--- src/hdl/sgc_pkg.sv ---
// package: constants, states and carriers of global control register zero
package sgc_pkg;

  // register map and serial management commands
  localparam logic [7:0]  GC0_ADDR     = 8'h02;
  localparam logic [7:0]  SPI_CMD_WR   = 8'h02;
  localparam logic [7:0]  SPI_CMD_RD   = 8'h03;
  localparam logic [2:0]  SPI_LAST_BIT = 3'h7;

  // field positions of global_control_zero
  localparam int          GC0_RSVD_BIT = 7;
  localparam int          PRI_HI       = 6;
  localparam int          PRI_LO       = 4;
  localparam int          PORT_EN_BIT  = 3;
  localparam int          SHARE_BIT    = 2;
  localparam int          CONF_BIT     = 1;
  localparam int          FAST_AGE_BIT = 0;

  // reset: threshold 0x4, port enabled (pull-up), sharing on, others 0
  localparam logic [7:0]  GC0_RESET    = 8'h4C;

  // frames dropped in conformance mode
  localparam logic [15:0] PAUSE_TYPE   = 16'h8808;
  localparam logic [47:0] PAUSE_DA     = 48'h0180C2000001;

  // fixed-allocation share: one fifth of the pool per port
  localparam int          BUF_SHARE_DIV = 5;

  // timing
  localparam int          CLK_PERIOD_NS   = 10;
  localparam int          TICK_US         = 1000;
  localparam int          TICK_CYC        = TICK_US * 1000 / CLK_PERIOD_NS;
  localparam int          NORMAL_AGE_S    = 300;
  localparam int          NORMAL_AGE_TICK = NORMAL_AGE_S * 1000000 / TICK_US;
  localparam logic [1:0]  STRAP_WAIT      = 2'h3;

  // serial port byte phases
  typedef enum logic [2:0] {
    ST_CMD  = 3'b001,
    ST_ADDR = 3'b010,
    ST_DATA = 3'b100
  } sgc_spi_state_e;

  // tagged frame priority query
  typedef struct packed {
    logic       valid;
    logic [2:0] user_pri;
  } sgc_tag_s;

  // received frame header for the drop filter
  typedef struct packed {
    logic        valid;
    logic        flow_ctrl;
    logic [15:0] type_len;
    logic [47:0] dest_addr;
  } sgc_frame_hdr_s;

  // outputs of the second media port
  typedef struct packed {
    logic [3:0] rxd;
    logic       rx_dv;
    logic       rx_er;
    logic       crs;
    logic       col;
  } sgc_mii_out_s;

endpackage : sgc_pkg

--- src/hdl/sgc_age_sched.sv ---
// module: aging period scheduler with fast aging on link loss
`timescale 1ns/10ps
module sgc_age_sched
  import sgc_pkg::*;
#(
  parameter int TICK_CYCLES  = TICK_CYC,
  parameter int NORMAL_TICKS = NORMAL_AGE_TICK
)
(
  // clock and reset
  input  wire logic mclk,
  input  wire logic arst_n,
  // requests and table handshake
  input  wire logic fast_req,
  input  wire logic sweep_done,
  // schedule outputs
  output logic      sweep_start,
  output logic      fast_active
);

  localparam int TICK_W = $clog2(TICK_CYCLES + 1);
  localparam int AGE_W  = $clog2(NORMAL_TICKS + 1);

  if (TICK_CYCLES < 1 || NORMAL_TICKS < 1)
  begin : g_bad
    $error("aging counts must be at least one");
  end

  logic [TICK_W-1:0] tick_cnt_q;
  logic              tick_q;
  logic [AGE_W-1:0]  age_cnt_q;
  logic              sweep_q;
  logic              fast_q;

  //////////////////////////////////////////////////////////////////////////
  // millisecond enable, keeps the long period inside 32 bits
  always_ff @(posedge mclk or negedge arst_n)
  begin
    if (!arst_n)
    begin
      tick_cnt_q <= '0;
      tick_q     <= 1'b0;
    end
    else if (tick_cnt_q == TICK_W'(TICK_CYCLES - 1))
    begin
      tick_cnt_q <= '0;
      tick_q     <= 1'b1;
    end
    else
    begin
      tick_cnt_q <= tick_cnt_q + 1'b1;
      tick_q     <= 1'b0;
    end
  end

  //////////////////////////////////////////////////////////////////////////
  // sweep scheduling: fast pass at once, then back to the normal period
  always_ff @(posedge mclk or negedge arst_n)
  begin
    if (!arst_n)
    begin
      age_cnt_q <= '0;
      sweep_q   <= 1'b0;
      fast_q    <= 1'b0;
    end
    else
    begin
      sweep_q <= 1'b0;
      if (fast_req && !fast_q)
      begin
        fast_q    <= 1'b1;
        sweep_q   <= !sweep_q; // a sweep begun a cycle ago serves
        age_cnt_q <= '0;
      end
      else if (fast_q)
      begin
        if (sweep_done)
        begin
          fast_q    <= 1'b0;
          age_cnt_q <= '0;
        end
      end
      else if (tick_q)
      begin
        if (age_cnt_q == AGE_W'(NORMAL_TICKS - 1))
        begin
          age_cnt_q <= '0;
          sweep_q   <= 1'b1;
        end
        else
        begin
          age_cnt_q <= age_cnt_q + 1'b1;
        end
      end
    end
  end

  assign sweep_start = sweep_q;
  assign fast_active = fast_q;

endmodule : sgc_age_sched

--- src/hdl/sgc_global_control_zero.sv ---
// module: global control register zero with serial access and its effects
`timescale 1ns/10ps

module sgc_global_control_zero
  import sgc_pkg::*;
#(
  parameter int NUM_PORTS    = 5,
  parameter int BUF_TOTAL    = 512,
  parameter int CNT_W        = 10,
  parameter int TICK_CYCLES  = TICK_CYC,
  parameter int NORMAL_TICKS = NORMAL_AGE_TICK
)
(
  // clock and reset
  input  wire logic                           mclk,
  input  wire logic                           arst_n,
  // serial management slave pins
  input  wire logic                           spis_n,
  input  wire logic                           spic,
  input  wire logic                           spid,
  output logic                                spiq_o,
  output logic                                spiq_oe,
  // strap
  input  wire logic                           port_enable_strap_pin,
  // priority classification
  input  wire sgc_tag_s                       tag_in,
  output logic                                pri_valid,
  output logic                                pri_high,
  // receive drop filter
  input  wire sgc_frame_hdr_s                 frame_hdr,
  output logic                                drop_valid,
  output logic                                drop_frame,
  // second media port
  input  wire sgc_mii_out_s                   second_media_port_core,
  output sgc_mii_out_s                        second_media_port_o,
  output logic                                second_media_port_oe,
  // frame buffer allocation
  input  wire logic [NUM_PORTS-1:0][CNT_W-1:0] port_buf_used,
  input  wire logic [CNT_W-1:0]               buf_free_cnt,
  output logic [NUM_PORTS-1:0]                buf_grant,
  // links and address table aging
  input  wire logic [NUM_PORTS-1:0]           link_up,
  input  wire logic                           age_sweep_done,
  output logic                                age_sweep_start,
  output logic                                fast_aging,
  output logic                                flush_all
);

  localparam logic [CNT_W-1:0] PORT_QUOTA = CNT_W'(BUF_TOTAL / BUF_SHARE_DIV);

  if (NUM_PORTS < 1 || BUF_TOTAL < BUF_SHARE_DIV ||
      BUF_TOTAL >= (1 << CNT_W))
  begin : g_bad
    $error("port count or buffer pool size not servable");
  end

  // register and serial state
  logic [7:0]       gc0_q;
  logic [2:0]       spis_s_q;
  logic [2:0]       spic_s_q;
  logic [2:0]       spid_s_q;
  logic [2:0]       strap_s_q;
  logic [1:0]       strap_cnt_q;
  logic             strap_done_q;
  sgc_spi_state_e   state_q;
  logic [2:0]       bit_cnt_q;
  logic [6:0]       rx_q;
  logic [7:0]       addr_q;
  logic             cmd_wr_q;
  logic             cmd_rd_q;
  logic [7:0]       tx_q;
  logic             spiq_q;
  logic             spiq_oe_q;
  // function outputs
  logic             pri_valid_q;
  logic             pri_high_q;
  logic             drop_valid_q;
  logic             drop_q;
  sgc_mii_out_s     mii_q;
  logic             mii_oe_q;
  logic [NUM_PORTS-1:0] grant_q;
  logic [NUM_PORTS-1:0] link_q;
  logic             flush_q;
  // combinational
  logic             sel;
  logic             rise;
  logic             fall;
  logic             byte_done;
  logic [7:0]       rx_byte;
  logic             wr_stb;
  logic [7:0]       next_addr;
  logic [NUM_PORTS-1:0] link_fall;

  // read mux: only this register is mapped, others read as zero
  function automatic logic [7:0] rd_reg(input logic [7:0] a,
                                        input logic [7:0] v);
    rd_reg = (a == GC0_ADDR) ? v : 8'h00;
  endfunction : rd_reg

  //////////////////////////////////////////////////////////////////////////
  // three-stage pin synchronisers; stage 0 feeds only stage 1
  always_ff @(posedge mclk or negedge arst_n)
  begin
    if (!arst_n)
    begin
      spis_s_q  <= 3'h7;
      spic_s_q  <= 3'h0;
      spid_s_q  <= 3'h0;
      strap_s_q <= 3'h7;
    end
    else
    begin
      spis_s_q  <= {spis_s_q[1:0], spis_n};
      spic_s_q  <= {spic_s_q[1:0], spic};
      spid_s_q  <= {spid_s_q[1:0], spid};
      strap_s_q <= {strap_s_q[1:0], port_enable_strap_pin};
    end
  end

  // edges count while stage 1 holds the new level and stage 2 still the old one
  assign sel       = !spis_s_q[1] && !spis_s_q[2];
  assign rise      = sel && spic_s_q[1] && !spic_s_q[2];
  assign fall      = sel && !spic_s_q[1] && spic_s_q[2];
  assign byte_done = rise && (bit_cnt_q == SPI_LAST_BIT);
  assign rx_byte   = {rx_q, spid_s_q[1]};
  assign next_addr = (state_q == ST_ADDR) ? rx_byte : addr_q + 8'h01;
  assign wr_stb    = byte_done && (state_q == ST_DATA) && cmd_wr_q &&
                     (addr_q == GC0_ADDR);

  //////////////////////////////////////////////////////////////////////////
  // serial byte framing: command, address, then data bytes
  always_ff @(posedge mclk or negedge arst_n)
  begin
    if (!arst_n)
    begin
      state_q   <= ST_CMD;
      bit_cnt_q <= 3'h0;
      rx_q      <= 7'h00;
      addr_q    <= 8'h00;
      cmd_wr_q  <= 1'b0;
      cmd_rd_q  <= 1'b0;
    end
    else if (!sel)
    begin
      state_q   <= ST_CMD;
      bit_cnt_q <= 3'h0;
    end
    else if (rise)
    begin
      rx_q      <= rx_byte[6:0];
      bit_cnt_q <= bit_cnt_q + 3'h1;
      if (byte_done)
      begin
        unique case (state_q)
          ST_CMD:
          begin
            cmd_wr_q <= (rx_byte == SPI_CMD_WR);
            cmd_rd_q <= (rx_byte == SPI_CMD_RD);
            state_q  <= ST_ADDR;
          end
          ST_ADDR:
          begin
            addr_q  <= rx_byte;
            state_q <= ST_DATA;
          end
          ST_DATA:
          begin
            addr_q <= next_addr; // burst walks up the map
          end
          default:
          begin
            state_q <= ST_CMD;
          end
        endcase
      end
    end
  end

  //////////////////////////////////////////////////////////////////////////
  // read shifter: loaded on the last rising edge, shifted on falling edges
  always_ff @(posedge mclk or negedge arst_n)
  begin
    if (!arst_n)
    begin
      tx_q   <= 8'h00;
      spiq_q <= 1'b0;
    end
    else if (byte_done && (state_q != ST_CMD))
    begin
      tx_q <= cmd_rd_q ? rd_reg(next_addr, gc0_q) : 8'h00;
    end
    else if (fall)
    begin
      spiq_q <= tx_q[7];
      tx_q   <= {tx_q[6:0], 1'b0};
    end
  end

  // data pin driven only while selected for a read
  always_ff @(posedge mclk or negedge arst_n)
  begin
    if (!arst_n)
      spiq_oe_q <= 1'b0;
    else
      spiq_oe_q <= sel && cmd_rd_q && (state_q == ST_DATA);
  end

  //////////////////////////////////////////////////////////////////////////
  // strap capture: waits for the synchroniser to fill after reset release
  always_ff @(posedge mclk or negedge arst_n)
  begin
    if (!arst_n)
    begin
      strap_cnt_q  <= 2'h0;
      strap_done_q <= 1'b0;
    end
    else if (!strap_done_q)
    begin
      strap_cnt_q  <= strap_cnt_q + 2'h1;
      strap_done_q <= (strap_cnt_q == STRAP_WAIT);
    end
  end

  // the register; a software write beats the one-time strap load
  always_ff @(posedge mclk or negedge arst_n)
  begin
    if (!arst_n)
      gc0_q <= GC0_RESET;
    else if (wr_stb)
      gc0_q <= rx_byte; // bit 7 stored, unused
    else if (!strap_done_q && (strap_cnt_q == STRAP_WAIT))
      gc0_q[PORT_EN_BIT] <= strap_s_q[2];
  end

  //////////////////////////////////////////////////////////////////////////
  // priority classification against the threshold
  always_ff @(posedge mclk or negedge arst_n)
  begin
    if (!arst_n)
    begin
      pri_valid_q <= 1'b0;
      pri_high_q  <= 1'b0;
    end
    else
    begin
      pri_valid_q <= tag_in.valid;
      pri_high_q  <= tag_in.valid &&
                     (tag_in.user_pri >= gc0_q[PRI_HI:PRI_LO]);
    end
  end

  // receive drop filter
  always_ff @(posedge mclk or negedge arst_n)
  begin
    if (!arst_n)
    begin
      drop_valid_q <= 1'b0;
      drop_q       <= 1'b0;
    end
    else
    begin
      drop_valid_q <= frame_hdr.valid;
      if (gc0_q[CONF_BIT])
        drop_q <= frame_hdr.valid &&
                  ((frame_hdr.type_len == PAUSE_TYPE) ||
                   (frame_hdr.dest_addr == PAUSE_DA));
      else
        drop_q <= frame_hdr.valid && frame_hdr.flow_ctrl;
    end
  end

  //////////////////////////////////////////////////////////////////////////
  // second media port: outputs pass when enabled, else released
  always_ff @(posedge mclk or negedge arst_n)
  begin
    if (!arst_n)
    begin
      mii_q    <= '0;
      mii_oe_q <= 1'b0;
    end
    else
    begin
      mii_q    <= gc0_q[PORT_EN_BIT] ? second_media_port_core : '0;
      mii_oe_q <= gc0_q[PORT_EN_BIT];
    end
  end

  //////////////////////////////////////////////////////////////////////////
  // per-port buffer grant; shared mode only needs free space in the pool
  for (genvar p = 0; p < NUM_PORTS; p++)
  begin : g_grant
    always_ff @(posedge mclk or negedge arst_n)
    begin
      if (!arst_n)
        grant_q[p] <= 1'b0;
      else if (gc0_q[SHARE_BIT])
        grant_q[p] <= (buf_free_cnt != '0);
      else
        grant_q[p] <= (buf_free_cnt != '0) &&
                      (port_buf_used[p] < PORT_QUOTA);
    end
  end

  //////////////////////////////////////////////////////////////////////////
  // link loss detection; links come from same-clock port logic
  assign link_fall = link_q & ~link_up;

  always_ff @(posedge mclk or negedge arst_n)
  begin
    if (!arst_n)
    begin
      link_q  <= '0;
      flush_q <= 1'b0;
    end
    else
    begin
      link_q  <= link_up;
      flush_q <= |link_fall;
    end
  end

  // aging scheduler; fast pass only when armed
  sgc_age_sched #(
    .TICK_CYCLES  (TICK_CYCLES),
    .NORMAL_TICKS (NORMAL_TICKS)
  ) u_age (
    .mclk        (mclk),
    .arst_n      (arst_n),
    .fast_req    ((|link_fall) && gc0_q[FAST_AGE_BIT]),
    .sweep_done  (age_sweep_done),
    .sweep_start (age_sweep_start),
    .fast_active (fast_aging)
  );

  //////////////////////////////////////////////////////////////////////////
  // outputs
  assign spiq_o               = spiq_q;
  assign spiq_oe              = spiq_oe_q;
  assign pri_valid            = pri_valid_q;
  assign pri_high             = pri_high_q;
  assign drop_valid           = drop_valid_q;
  assign drop_frame           = drop_q;
  assign second_media_port_o  = mii_q;
  assign second_media_port_oe = mii_oe_q;
  assign buf_grant            = grant_q;
  assign flush_all            = flush_q;

endmodule : sgc_global_control_zero

--- config.mk ---
export PLATFORM = sky130hd
export DESIGN_NAME = sgc_global_control_zero
export DESIGN_NICKNAME = d
export VERILOG_FILES = /design/src/hdl/sgc_pkg.sv /design/src/hdl/sgc_age_sched.sv /design/src/hdl/sgc_global_control_zero.sv
export SDC_FILE = /design/constraint.sdc
export NUM_CORES = 1
export LEC_CHECK = 0
export BUFFER_PORTS_ARGS = -buffer_cell sky130_fd_sc_hd__buf_2
export CAP_MARGIN = 30
export CORE_MARGIN = 5
export CORE_UTILIZATION = 51
export CTS_BUF_LIST = sky130_fd_sc_hd__clkbuf_8 sky130_fd_sc_hd__clkbuf_16
export DETAILED_ROUTE_END_ITERATION = 8
export PLACE_DENSITY = 0.79
export REMOVE_ABC_BUFFERS = 1
export SYNTH_ARGS = -nofsm -noshare
export SYNTH_HDL_FRONTEND = slang
export SYNTH_SLANG_ARGS = --single-unit
--- constraint.sdc ---
create_clock -name mclk -period 6.55 [get_ports mclk]
set_input_delay 0 -clock mclk [delete_from_list [all_inputs] [get_ports mclk]]
set_output_delay 0 -clock mclk [all_outputs]
set_load 0.02 [all_outputs]
==> metrics.txt, run 1 <==
# TYPE chip_impl_metric gauge
chip_impl_metric{name="timing.setup.tns",unit="ns"} 0
chip_impl_info{name="timing.setup.critical_path_class",value="reg -> reg"} 1
chip_impl_metric{name="die-height",unit="microns"} 115
chip_impl_metric{name="synthesis.instances",unit=""} 538
chip_impl_metric{name="grt_antenna_before_repair",unit=""} 0
chip_impl_metric{name="detailroute.via_count",unit=""} 5155
chip_impl_info{name="most-common-layout-cells",value="sky130_fd_sc_hd__buf_2, sky130_fd_sc_hd__dfrtp_1, sky130_fd_sc_hd__nand2_1, sky130_fd_sc_hd__nor2_1, sky130_fd_sc_hd__dlygate4sd3_1"} 1
chip_impl_metric{name="antenna-diode-count",unit=""} 0
chip_impl_metric{name="worst_setup_hold_path_clk_slew",unit="ns"} 0.06
chip_impl_metric{name="final_core_util",unit="%"} 70.5
chip_impl_metric{name="worst-endpoint-arrival",unit="ns"} 2.94
chip_impl_metric{name="synth.cell_area",unit="sq um"} 5630
chip_impl_info{name="critical_path.slowest_cell",value="sky130_fd_sc_hd__nor2_1"} 1
chip_impl_info{name="timing.critical_path.from_type",value="flop"} 1
chip_impl_info{name="tightest_hold_check_type",value="in -> async"} 1
chip_impl_metric{name="globalRouteTotalUtil",unit="%"} 23.4
chip_impl_metric{name="count_of_input_and_output_buffers",unit=""} 167
chip_impl_metric{name="cell_rows",unit=""} 38
chip_impl_metric{name="dr_wl_met3",unit="microns"} 947
chip_impl_metric{name="global_route.overflow_total",unit=""} 0
chip_impl_metric{name="ir_drop",unit="mV"} 0.223
chip_impl_metric{name="final_nets",unit=""} 913
chip_impl_metric{name="cts_sinks",unit=""} 118
chip_impl_info{name="crit-reg2reg-capture",value="gc0_q[5]$_DFFE_PN0P_"} 1
chip_impl_metric{name="syn2layout_area_growth",unit="%"} 35.9
chip_impl_info{name="status",value="finished with violations"} 1
chip_impl_metric{name="worst-path-max-fanout",unit=""} 14
chip_impl_metric{name="clock_tree.htree_level_count",unit=""} 4
chip_impl_metric{name="cts_post_setup_buffers_inserted",unit=""} 0
chip_impl_metric{name="holdWs",unit="ns"} -0.00250
chip_impl_info{name="most_common_library_cell_in_the_layout_ignoring_fill_and_taps",value="sky130_fd_sc_hd__buf_2"} 1
chip_impl_metric{name="post-route-period-util",unit="%"} 38.9
chip_impl_info{name="synth_top_family_by_area",value="simple AND/OR/NAND/NOR gates"} 1
chip_impl_metric{name="drt_iter0_drc",unit=""} 479
chip_impl_metric{name="hold_vio_cnt_final",unit=""} 2
chip_impl_metric{name="drc",unit=""} 0
chip_impl_metric{name="drive_above_1_share",unit="%"} 30.9
chip_impl_metric{name="share_of_synthesized_flip_flops_with_an_asynchronous_set_or_reset",unit="%"} 100
chip_impl_metric{name="first_pass_grt_wire_length",unit="microns"} 24600
chip_impl_metric{name="drt_pre_antenna_iters",unit=""} 5
chip_impl_metric{name="timing.slew.headroom",unit="%"} 38.4
chip_impl_metric{name="maxCapViolations",unit=""} 0
chip_impl_metric{name="synth-warning-count",unit=""} 0
chip_impl_metric{name="setup_viol",unit=""} 0
chip_impl_metric{name="final.setup.worst_slack",unit="ns"} 4.00
chip_impl_metric{name="synth-compound-area-share",unit="%"} 13.6
chip_impl_metric{name="design.portCount",unit=""} 173
chip_impl_metric{name="slowest_delay",unit="ns"} 0.68
chip_impl_metric{name="clock_skew",unit="ns"} 0.0117
chip_impl_metric{name="floorplan.core_area",unit="sq um"} 10800
chip_impl_metric{name="grt_start_max_net_pins",unit=""} 81
chip_impl_info{name="postSynth.topFlopCell",value="sky130_fd_sc_hd__dfrtp_1"} 1
chip_impl_metric{name="power_per_cell_area",unit="nW/um^2"} 242
chip_impl_metric{name="dp_hpwl",unit="microns"} 10200
chip_impl_metric{name="netlist-cell-type-count",unit=""} 58
chip_impl_metric{name="routed_via_density",unit=""} 5.69
chip_impl_metric{name="fillers",unit=""} 759
chip_impl_metric{name="worstSkewPairLatency",unit="ns"} 0.52
chip_impl_info{name="end_kind",value="flop"} 1
chip_impl_metric{name="yosys-mux-area-fraction",unit="%"} 3.73
chip_impl_metric{name="finalCriticalPeriod",unit="ns"} 2.55
chip_impl_metric{name="max-clock-path-buffers",unit=""} 2
chip_impl_metric{name="cts-resized-gates",unit=""} 0
chip_impl_metric{name="gpl_wtd_cong",unit=""} 0.910
chip_impl_metric{name="via_count_of_the_first_global_routing_pass",unit=""} 5239
chip_impl_metric{name="detailroute.wirelength.met2",unit="microns"} 7870
chip_impl_metric{name="synth-edff-count",unit=""} 0
chip_impl_metric{name="report.final.slew_viol_count",unit=""} 0
chip_impl_info{name="cts.root.buffer_cell",value="sky130_fd_sc_hd__clkbuf_8"} 1
chip_impl_metric{name="rrSetupSlack",unit="ns"} 4.00
chip_impl_info{name="top_signal_layer_used",value="met4"} 1
chip_impl_metric{name="die_width",unit="microns"} 115
chip_impl_metric{name="clock.fmax",unit="GHz"} 0.392
chip_impl_metric{name="synth_seq_cells",unit=""} 118
chip_impl_info{name="grt_setup_unrepaired",value="no"} 1
chip_impl_info{name="failed_checks",value="negative hold slack"} 1
chip_impl_metric{name="power.static_leakage",unit="nW"} 3.61
chip_impl_metric{name="post_synth_xor_xnor_area",unit="%"} 3.11
chip_impl_metric{name="seq_area_frac_synth",unit="%"} 52.7
chip_impl_metric{name="cts_hold_repair.buffers",unit=""} 40
chip_impl_metric{name="die_area",unit="sq um"} 13200
chip_impl_metric{name="routedWlPerCell",unit="microns"} 17.0
chip_impl_metric{name="share_of_synthesized_cell_area_in_and_or_nand_and_nor_gates",unit="%"} 22.5
chip_impl_metric{name="post_synth_fa_ha_maj_area_fraction",unit="%"} 2.22
chip_impl_metric{name="cts-buffers-inserted",unit=""} 17
chip_impl_metric{name="ff2ff_path_depth",unit=""} 4
chip_impl_metric{name="wl_met1",unit="microns"} 6340
chip_impl_metric{name="pre_cts_ws",unit="ns"} 4.04
chip_impl_metric{name="drt-total-wl",unit="microns"} 15400
chip_impl_info{name="r2r-start",value="state_q[1]$_DFFE_PN0P_"} 1
chip_impl_info{name="tritoncts",value="done"} 1
chip_impl_metric{name="initial_utilization",unit="%"} 51.9
chip_impl_metric{name="worst-endpoint-required",unit="ns"} 6.95
chip_impl_metric{name="worst-slew-pin-transition",unit="ns"} 0.917
chip_impl_metric{name="drt.antenna.violating_nets",unit=""} 0
chip_impl_info{name="timing.critical_path.cells",value="nand2b_1, nor2_1, nand4_1, mux2_2"} 1
chip_impl_metric{name="post_synthesis_mean_instance_area",unit="sq um"} 10.5
sequential cells by signal, indices dropped and copies added, names as in the netlist, 2 cells and up:
name                 flops
u_age.age_cnt_q         19
u_age.tick_cnt_q        17
addr_q                   8
gc0_q                    8
second_media_port_o      8
tx_q                     8
rx_q                     7
buf_grant                5
link_q                   5
bit_cnt_q                3
spic_s_q                 3
spis_s_q                 3
state_q                  3
strap_s_q                3
spid_s_q                 2
strap_cnt_q              2
routing by layer:
layer	up-vias	track usage [%]
met2	191	40.5
met3	13	4.74
met4	0	7.04
met1	2524	29.6
li1	2427	-
met5	-	0
critical path: cells and delay by family, from the launching register on:
kind	cells	cell delay, ns
and+or+nand+nor	3	1.52
DFF	1	0.43
muxes	1	0.48
synthesized netlist by cell type (6+ instances only):
cell                          n  area (sq um)
sky130_fd_sc_hd__dfrtp_1    108          2700
sky130_fd_sc_hd__nand2_1     53           199
sky130_fd_sc_hd__nor2_1      42           158
sky130_fd_sc_hd__nand3_1     24           120
sky130_fd_sc_hd__nand4_1     21           131
sky130_fd_sc_hd__o21ai_0     20           100
sky130_fd_sc_hd__a21oi_1     18          90.1
sky130_fd_sc_hd__inv_1       17          63.8
sky130_fd_sc_hd__nor4_1      17           106
sky130_fd_sc_hd__nor3_1      15          75.1
sky130_fd_sc_hd__clkbuf_1    13          48.8
sky130_fd_sc_hd__nor4b_1     13           114
sky130_fd_sc_hd__mux2i_1     12           120
sky130_fd_sc_hd__xnor2_1     12           105
sky130_fd_sc_hd__and2_1      10          62.6
sky130_fd_sc_hd__dfstp_2     10           263
sky130_fd_sc_hd__ha_1        10           125
sky130_fd_sc_hd__a22o_1       9          78.8
sky130_fd_sc_hd__mux2_2       8          90.1
sky130_fd_sc_hd__o2bb2ai_1    8          70.1
sky130_fd_sc_hd__o31ai_1      8          60.1
sky130_fd_sc_hd__xor2_1       8          70.1
sky130_fd_sc_hd__and3_1       6          37.5
sky130_fd_sc_hd__nand2b_1     6          37.5
worst max path at each step:
stage	start	to	depth (start not counted)	slack (ns)
after detailed placement	state_q[1]$_DFFE_PN0P_	gc0_q[4]$_DFFE_PN0P_	4	4.04
after global placement	link_q[1]$_DFF_PN0_	u_age.age_cnt_q[6]$_DFFE_PN0P_	5	4.03
after floorplan	spis_s_q[2]$_DFF_PN1_	tx_q[0]$_DFFE_PN0P_	5	4.41
final	state_q[1]$_DFFE_PN0P_	gc0_q[5]$_DFFE_PN0P_	4	4.00
after global routing	state_q[1]$_DFFE_PN0P_	gc0_q[5]$_DFFE_PN0P_	4	3.75
after CTS	state_q[1]$_DFFE_PN0P_	gc0_q[5]$_DFFE_PN0P_	4	3.99
per-stage QoR:
stage | total power [mW] | cell area, sq um | std cells | hold WS, ns
final | 1.85 | 7650 | 906 | -0.00250
after global routing | 1.92 | 7650 | 906 | 0.0566
after CTS | 1.86 | 7610 | 904 | 0.00852
after detailed placement | 0.893 | 6600 | 832 | 0.00643
after global placement | 0.888 | 6590 | 831 | -0.00815
after floorplan | 0.814 | 5570 | 523 | -0.296
layout make-up:
class / count / area (sq um) / area share [%]
Sequential cell: 118 / 2970 / 38.8
Multi-Input combinational cell: 388 / 2540 / 33.2
Timing Repair Buffer: 211 / 1290 / 16.9
Clock buffer: 19 / 442 / 5.78
Tap cell: 140 / 175 / 2.29
Clock inverter: 13 / 170 / 2.23
Inverter: 17 / 63.8 / 0.834
where the power goes:
group	total, mW	switching (mW)	internal [mW]
logic	0.134	0.0633	0.0710
clock network	0.946	0.343	0.604
registers	0.769	0.0192	0.750
total	1.85	0.425	1.42
cell families (layout without fill, tap and decap cells):
| family | after synthesis | in the layout |
|---|---|---|
| AND/OR/NAND/NOR | 235 | 235 |
| flip-flops | 118 | 118 |
| AO/OA/AOI/OAI | 103 | 103 |
| buffers and inverters | 32 | 260 |
| XOR/XNOR | 20 | 20 |
| multiplexers | 20 | 20 |
| adder cells (fa/ha/maj) | 10 | 10 |
Power figures use the tool's default switching activity.
==> inputs of run 2 (changes only) <==
Settings changed: ABC_AREA set to 1, CORE_UTILIZATION 51 to 47, PLACE_DENSITY 0.79 to 0.76.
Clock period 6.55 ns to 2.17 ns, I/O delays scaled along.
==> metrics.txt, run 2 <==
# TYPE chip_impl_metric gauge
chip_impl_metric{name="final_nets",unit=""} 1145
chip_impl_metric{name="drt_pre_antenna_iters",unit=""} 5
chip_impl_metric{name="drt-total-wl",unit="microns"} 15700
chip_impl_metric{name="design.portCount",unit=""} 173
chip_impl_metric{name="worst-endpoint-required",unit="ns"} 2.47
chip_impl_metric{name="gpl_wtd_cong",unit=""} 0.927
chip_impl_metric{name="syn2layout_area_growth",unit="%"} 35.3
chip_impl_metric{name="count_of_input_and_output_buffers",unit=""} 167
chip_impl_metric{name="timing.critical_path.buf_inv",unit=""} 0
chip_impl_metric{name="synthesis.instances",unit=""} 761
chip_impl_metric{name="worst-endpoint-arrival",unit="ns"} 2.18
chip_impl_metric{name="via_count_of_the_first_global_routing_pass",unit=""} 5455
chip_impl_metric{name="grt_antenna_before_repair",unit=""} 0
chip_impl_info{name="grt_setup_unrepaired",value="no"} 1
chip_impl_metric{name="maxCapViolations",unit=""} 0
chip_impl_metric{name="intPower",unit="mW"} 4.50
chip_impl_metric{name="ir_drop",unit="mV"} 0.570
chip_impl_metric{name="fillers",unit=""} 1025
chip_impl_metric{name="overall_power_consumption",unit="mW"} 5.77
chip_impl_metric{name="grt_start_max_net_pins",unit=""} 54
chip_impl_metric{name="worstSkewPairLatency",unit="ns"} 0.41
chip_impl_metric{name="antenna-diode-count",unit=""} 0
chip_impl_metric{name="synth-edff-count",unit=""} 0
chip_impl_info{name="critical_path.slowest_cell",value="sky130_fd_sc_hd__dfrtp_1"} 1
chip_impl_metric{name="power.static_leakage",unit="nW"} 4.11
chip_impl_metric{name="die_area",unit="sq um"} 15100
chip_impl_metric{name="hold_vio_cnt_final",unit=""} 0
chip_impl_metric{name="drc",unit=""} 0
chip_impl_metric{name="synth_seq_cells",unit=""} 118
chip_impl_info{name="synth_largest_area_cell",value="sky130_fd_sc_hd__dfrtp_1"} 1
chip_impl_info{name="most-common-layout-cells",value="sky130_fd_sc_hd__buf_2, sky130_fd_sc_hd__nand2_1, sky130_fd_sc_hd__inv_1, sky130_fd_sc_hd__dfrtp_1, sky130_fd_sc_hd__nor2_1"} 1
chip_impl_metric{name="drive_above_1_share",unit="%"} 23.6
chip_impl_info{name="tritoncts",value="done"} 1
chip_impl_info{name="timing.setup.critical_path_class",value="reg -> reg"} 1
chip_impl_metric{name="synth_top_area_share",unit="%"} 45.1
chip_impl_metric{name="routedWlPerCell",unit="microns"} 13.4
chip_impl_metric{name="power_switching",unit="mW"} 1.27
chip_impl_metric{name="clock_skew",unit="ns"} 0.00594
chip_impl_metric{name="drt.antenna.violating_nets",unit=""} 0
chip_impl_metric{name="setup_viol",unit=""} 0
chip_impl_metric{name="finalCriticalPeriod",unit="ns"} 1.88
chip_impl_metric{name="p_comb_share",unit="%"} 7.7
chip_impl_info{name="most_common_library_cell_in_the_layout_ignoring_fill_and_taps",value="sky130_fd_sc_hd__buf_2"} 1
chip_impl_metric{name="synth.cell_area",unit="sq um"} 6000
chip_impl_metric{name="global_route.overflow_total",unit=""} 0
chip_impl_metric{name="post-route-period-util",unit="%"} 86.5
chip_impl_metric{name="largest_reg_flops",unit=""} 19
chip_impl_metric{name="share_of_synthesized_flip_flops_with_an_asynchronous_set_or_reset",unit="%"} 100
chip_impl_info{name="top_register",value="u_age.age_cnt_q"} 1
chip_impl_metric{name="worst-slew-pin-transition",unit="ns"} 0.653
chip_impl_metric{name="cts-buffers-inserted",unit=""} 17
chip_impl_metric{name="cts_sinks",unit=""} 118
chip_impl_info{name="post_synth_most_frequent_cells",value="sky130_fd_sc_hd__nand2_1, sky130_fd_sc_hd__inv_1, sky130_fd_sc_hd__dfrtp_1"} 1
chip_impl_info{name="timing.critical_path.cells",value="ha_1, nand3_1, nor3_1, nand2_1, nor2_1, nand2_1, nor2_1, nand2_1, nand2_1, nor2_1"} 1
chip_impl_metric{name="initial_utilization",unit="%"} 47.7
chip_impl_metric{name="dp_hpwl",unit="microns"} 11400
chip_impl_metric{name="floorplan.core_area",unit="sq um"} 12600
chip_impl_metric{name="routed_via_density",unit=""} 4.95
chip_impl_info{name="crit_family",value="simple AND/OR/NAND/NOR gates"} 1
chip_impl_metric{name="worst-path-max-fanout",unit=""} 5
chip_impl_metric{name="part_of_the_total_power_dissipated_in_the_clock_network",unit="%"} 51.9
chip_impl_info{name="tightest_hold_check_type",value="in -> async"} 1
chip_impl_info{name="end_kind",value="flop"} 1
chip_impl_info{name="postSynth.topFlopCell",value="sky130_fd_sc_hd__dfrtp_1"} 1
chip_impl_info{name="yosys.cell_count.top_type",value="sky130_fd_sc_hd__nand2_1"} 1
chip_impl_metric{name="seq_power_share",unit="%"} 40.4
chip_impl_metric{name="drt_iter0_drc",unit=""} 410
chip_impl_metric{name="clock_tree.htree_level_count",unit=""} 4
chip_impl_metric{name="power_per_cell_area",unit="nW/um^2"} 711
chip_impl_info{name="cts.root.buffer_cell",value="sky130_fd_sc_hd__clkbuf_16"} 1
chip_impl_metric{name="detailroute.via_count",unit=""} 5790
chip_impl_metric{name="slowest_delay",unit="ns"} 0.37
chip_impl_metric{name="die_width",unit="microns"} 123
chip_impl_metric{name="report.final.slew_viol_count",unit=""} 0
chip_impl_info{name="largestRegisters",value="u_age.age_cnt_q: 19 flops, u_age.tick_cnt_q: 17 flops"} 1
chip_impl_info{name="synth_top_cells_by_area",value="sky130_fd_sc_hd__dfrtp_1, sky130_fd_sc_hd__nand2_1, sky130_fd_sc_hd__inv_1"} 1
chip_impl_metric{name="seq_area_frac_synth",unit="%"} 49.4
chip_impl_metric{name="timing.slew.headroom",unit="%"} 56.1
chip_impl_metric{name="post_synthesis_mean_instance_area",unit="sq um"} 7.88
chip_impl_metric{name="cell_rows",unit=""} 41
chip_impl_metric{name="netlist-cell-type-count",unit=""} 38
chip_impl_metric{name="die-height",unit="microns"} 123
chip_impl_metric{name="first_pass_grt_wire_length",unit="microns"} 25400
chip_impl_metric{name="power.share.switching",unit="%"} 22.0
chip_impl_metric{name="holdWs",unit="ns"} 0.0467
chip_impl_metric{name="clock.fmax",unit="GHz"} 0.533
chip_impl_metric{name="globalRouteTotalUtil",unit="%"} 21.3
chip_impl_info{name="timing.critical_path.from_type",value="flop"} 1
chip_impl_metric{name="max-clock-path-buffers",unit=""} 2
chip_impl_info{name="status",value="finished clean"} 1
chip_impl_metric{name="worst_setup_hold_path_clk_slew",unit="ns"} 0.06
chip_impl_metric{name="synth-warning-count",unit=""} 0
chip_impl_metric{name="timing.setup.tns",unit="ns"} 0
chip_impl_info{name="crit_top_cell",value="sky130_fd_sc_hd__nand2_1"} 1
run 2: logic make-up after synthesis:
group	share of synthesized area [%]
adder cells (fa/ha/maj)	2.09
XOR/XNOR	1.31
AO/OA/AOI/OAI	9.76
AND/OR/NAND/NOR	28.9
flip-flops	49.4
buffers and inverters	8.51
run 2: layer usage:
metal | track usage (%) | vias up | part of all wire, %
met4 | 7.49 | 0 | 2.0
met2 | 35.8 | 154 | 49
met3 | 5.44 | 30 | 5.8
met1 | 26.8 | 2675 | 44
met5 | 0 | - | 0
li1 | - | 2931 | -
run 2: repair_timing:
action / in CTS / in global routing
hold endpoints to repair: 138 / 0
hold buffers: 39 / 0
gates resized for setup: 0 / 0
endpoints found under the setup margin: 0 / 0
setup buffers: 0 / 0
run 2: cell type report:
type / instances / area (sq um) / share of cell area [%]
Inverter: 125 / 469 / 5.78
Sequential cell: 118 / 2970 / 36.5
Timing Repair Buffer: 214 / 1300 / 16.0
Clock buffer: 20 / 467 / 5.75
Clock inverter: 12 / 176 / 2.17
Tap cell: 172 / 215 / 2.65
Multi-Input combinational cell: 509 / 2520 / 31.1
run 2: power by group through the flow:
stage          clock network (mW)  logic [mW]  registers (mW)
2_1_floorplan                   0       0.129            2.38
3_3_place_gp                    0       0.381            2.37
3_5_place_dp                    0       0.389            2.37
4_1_cts                      3.05       0.442            2.33
5_1_grt                      3.17       0.496            2.34
6_report                     3.00       0.442            2.33
run 2: metrics by stage:
stage	cells	setup slack [ns]	util, %	area, sq um
detailed placement	1099	0.290	56.3	7080
CTS	1170	0.275	64.6	8120
global route	1170	0.0351	64.6	8120
finish	1170	0.294	64.6	8120
global placement	1099	0.377	56.3	7080
floorplan	752	0.487	-	5960
run 2: worst reg2reg max path: cells and delay by family (launching register included):
kind | cells | cell delay [ns]
adder cells (fa/ha/maj) | 1 | 0.19
AND/OR/NAND/NOR | 9 | 1.21
flip-flops | 1 | 0.37
run 2: final timing paths:
path	endpoint	from	slack [ns]	cells after the start
min in group mclk	pri_high$_DFF_PN0_	tag_in[1]	0.06	6
worst max register to register	u_age.tick_cnt_q[16]$_DFF_PN0_	u_age.tick_cnt_q[0]$_DFF_PN0_	0.29	10
max in group asynchronous	u_age.age_cnt_q[8]$_DFFE_PN0P_	arst_n	1.42	3
worst min-delay path	addr_q[0]$_DFFE_PN0P_	arst_n	0.05	2
worst min register to register	spic_s_q[1]$_DFF_PN0_	spic_s_q[0]$_DFF_PN0_	0.34	0
worst max-delay path	u_age.tick_cnt_q[16]$_DFF_PN0_	u_age.tick_cnt_q[0]$_DFF_PN0_	0.29	10
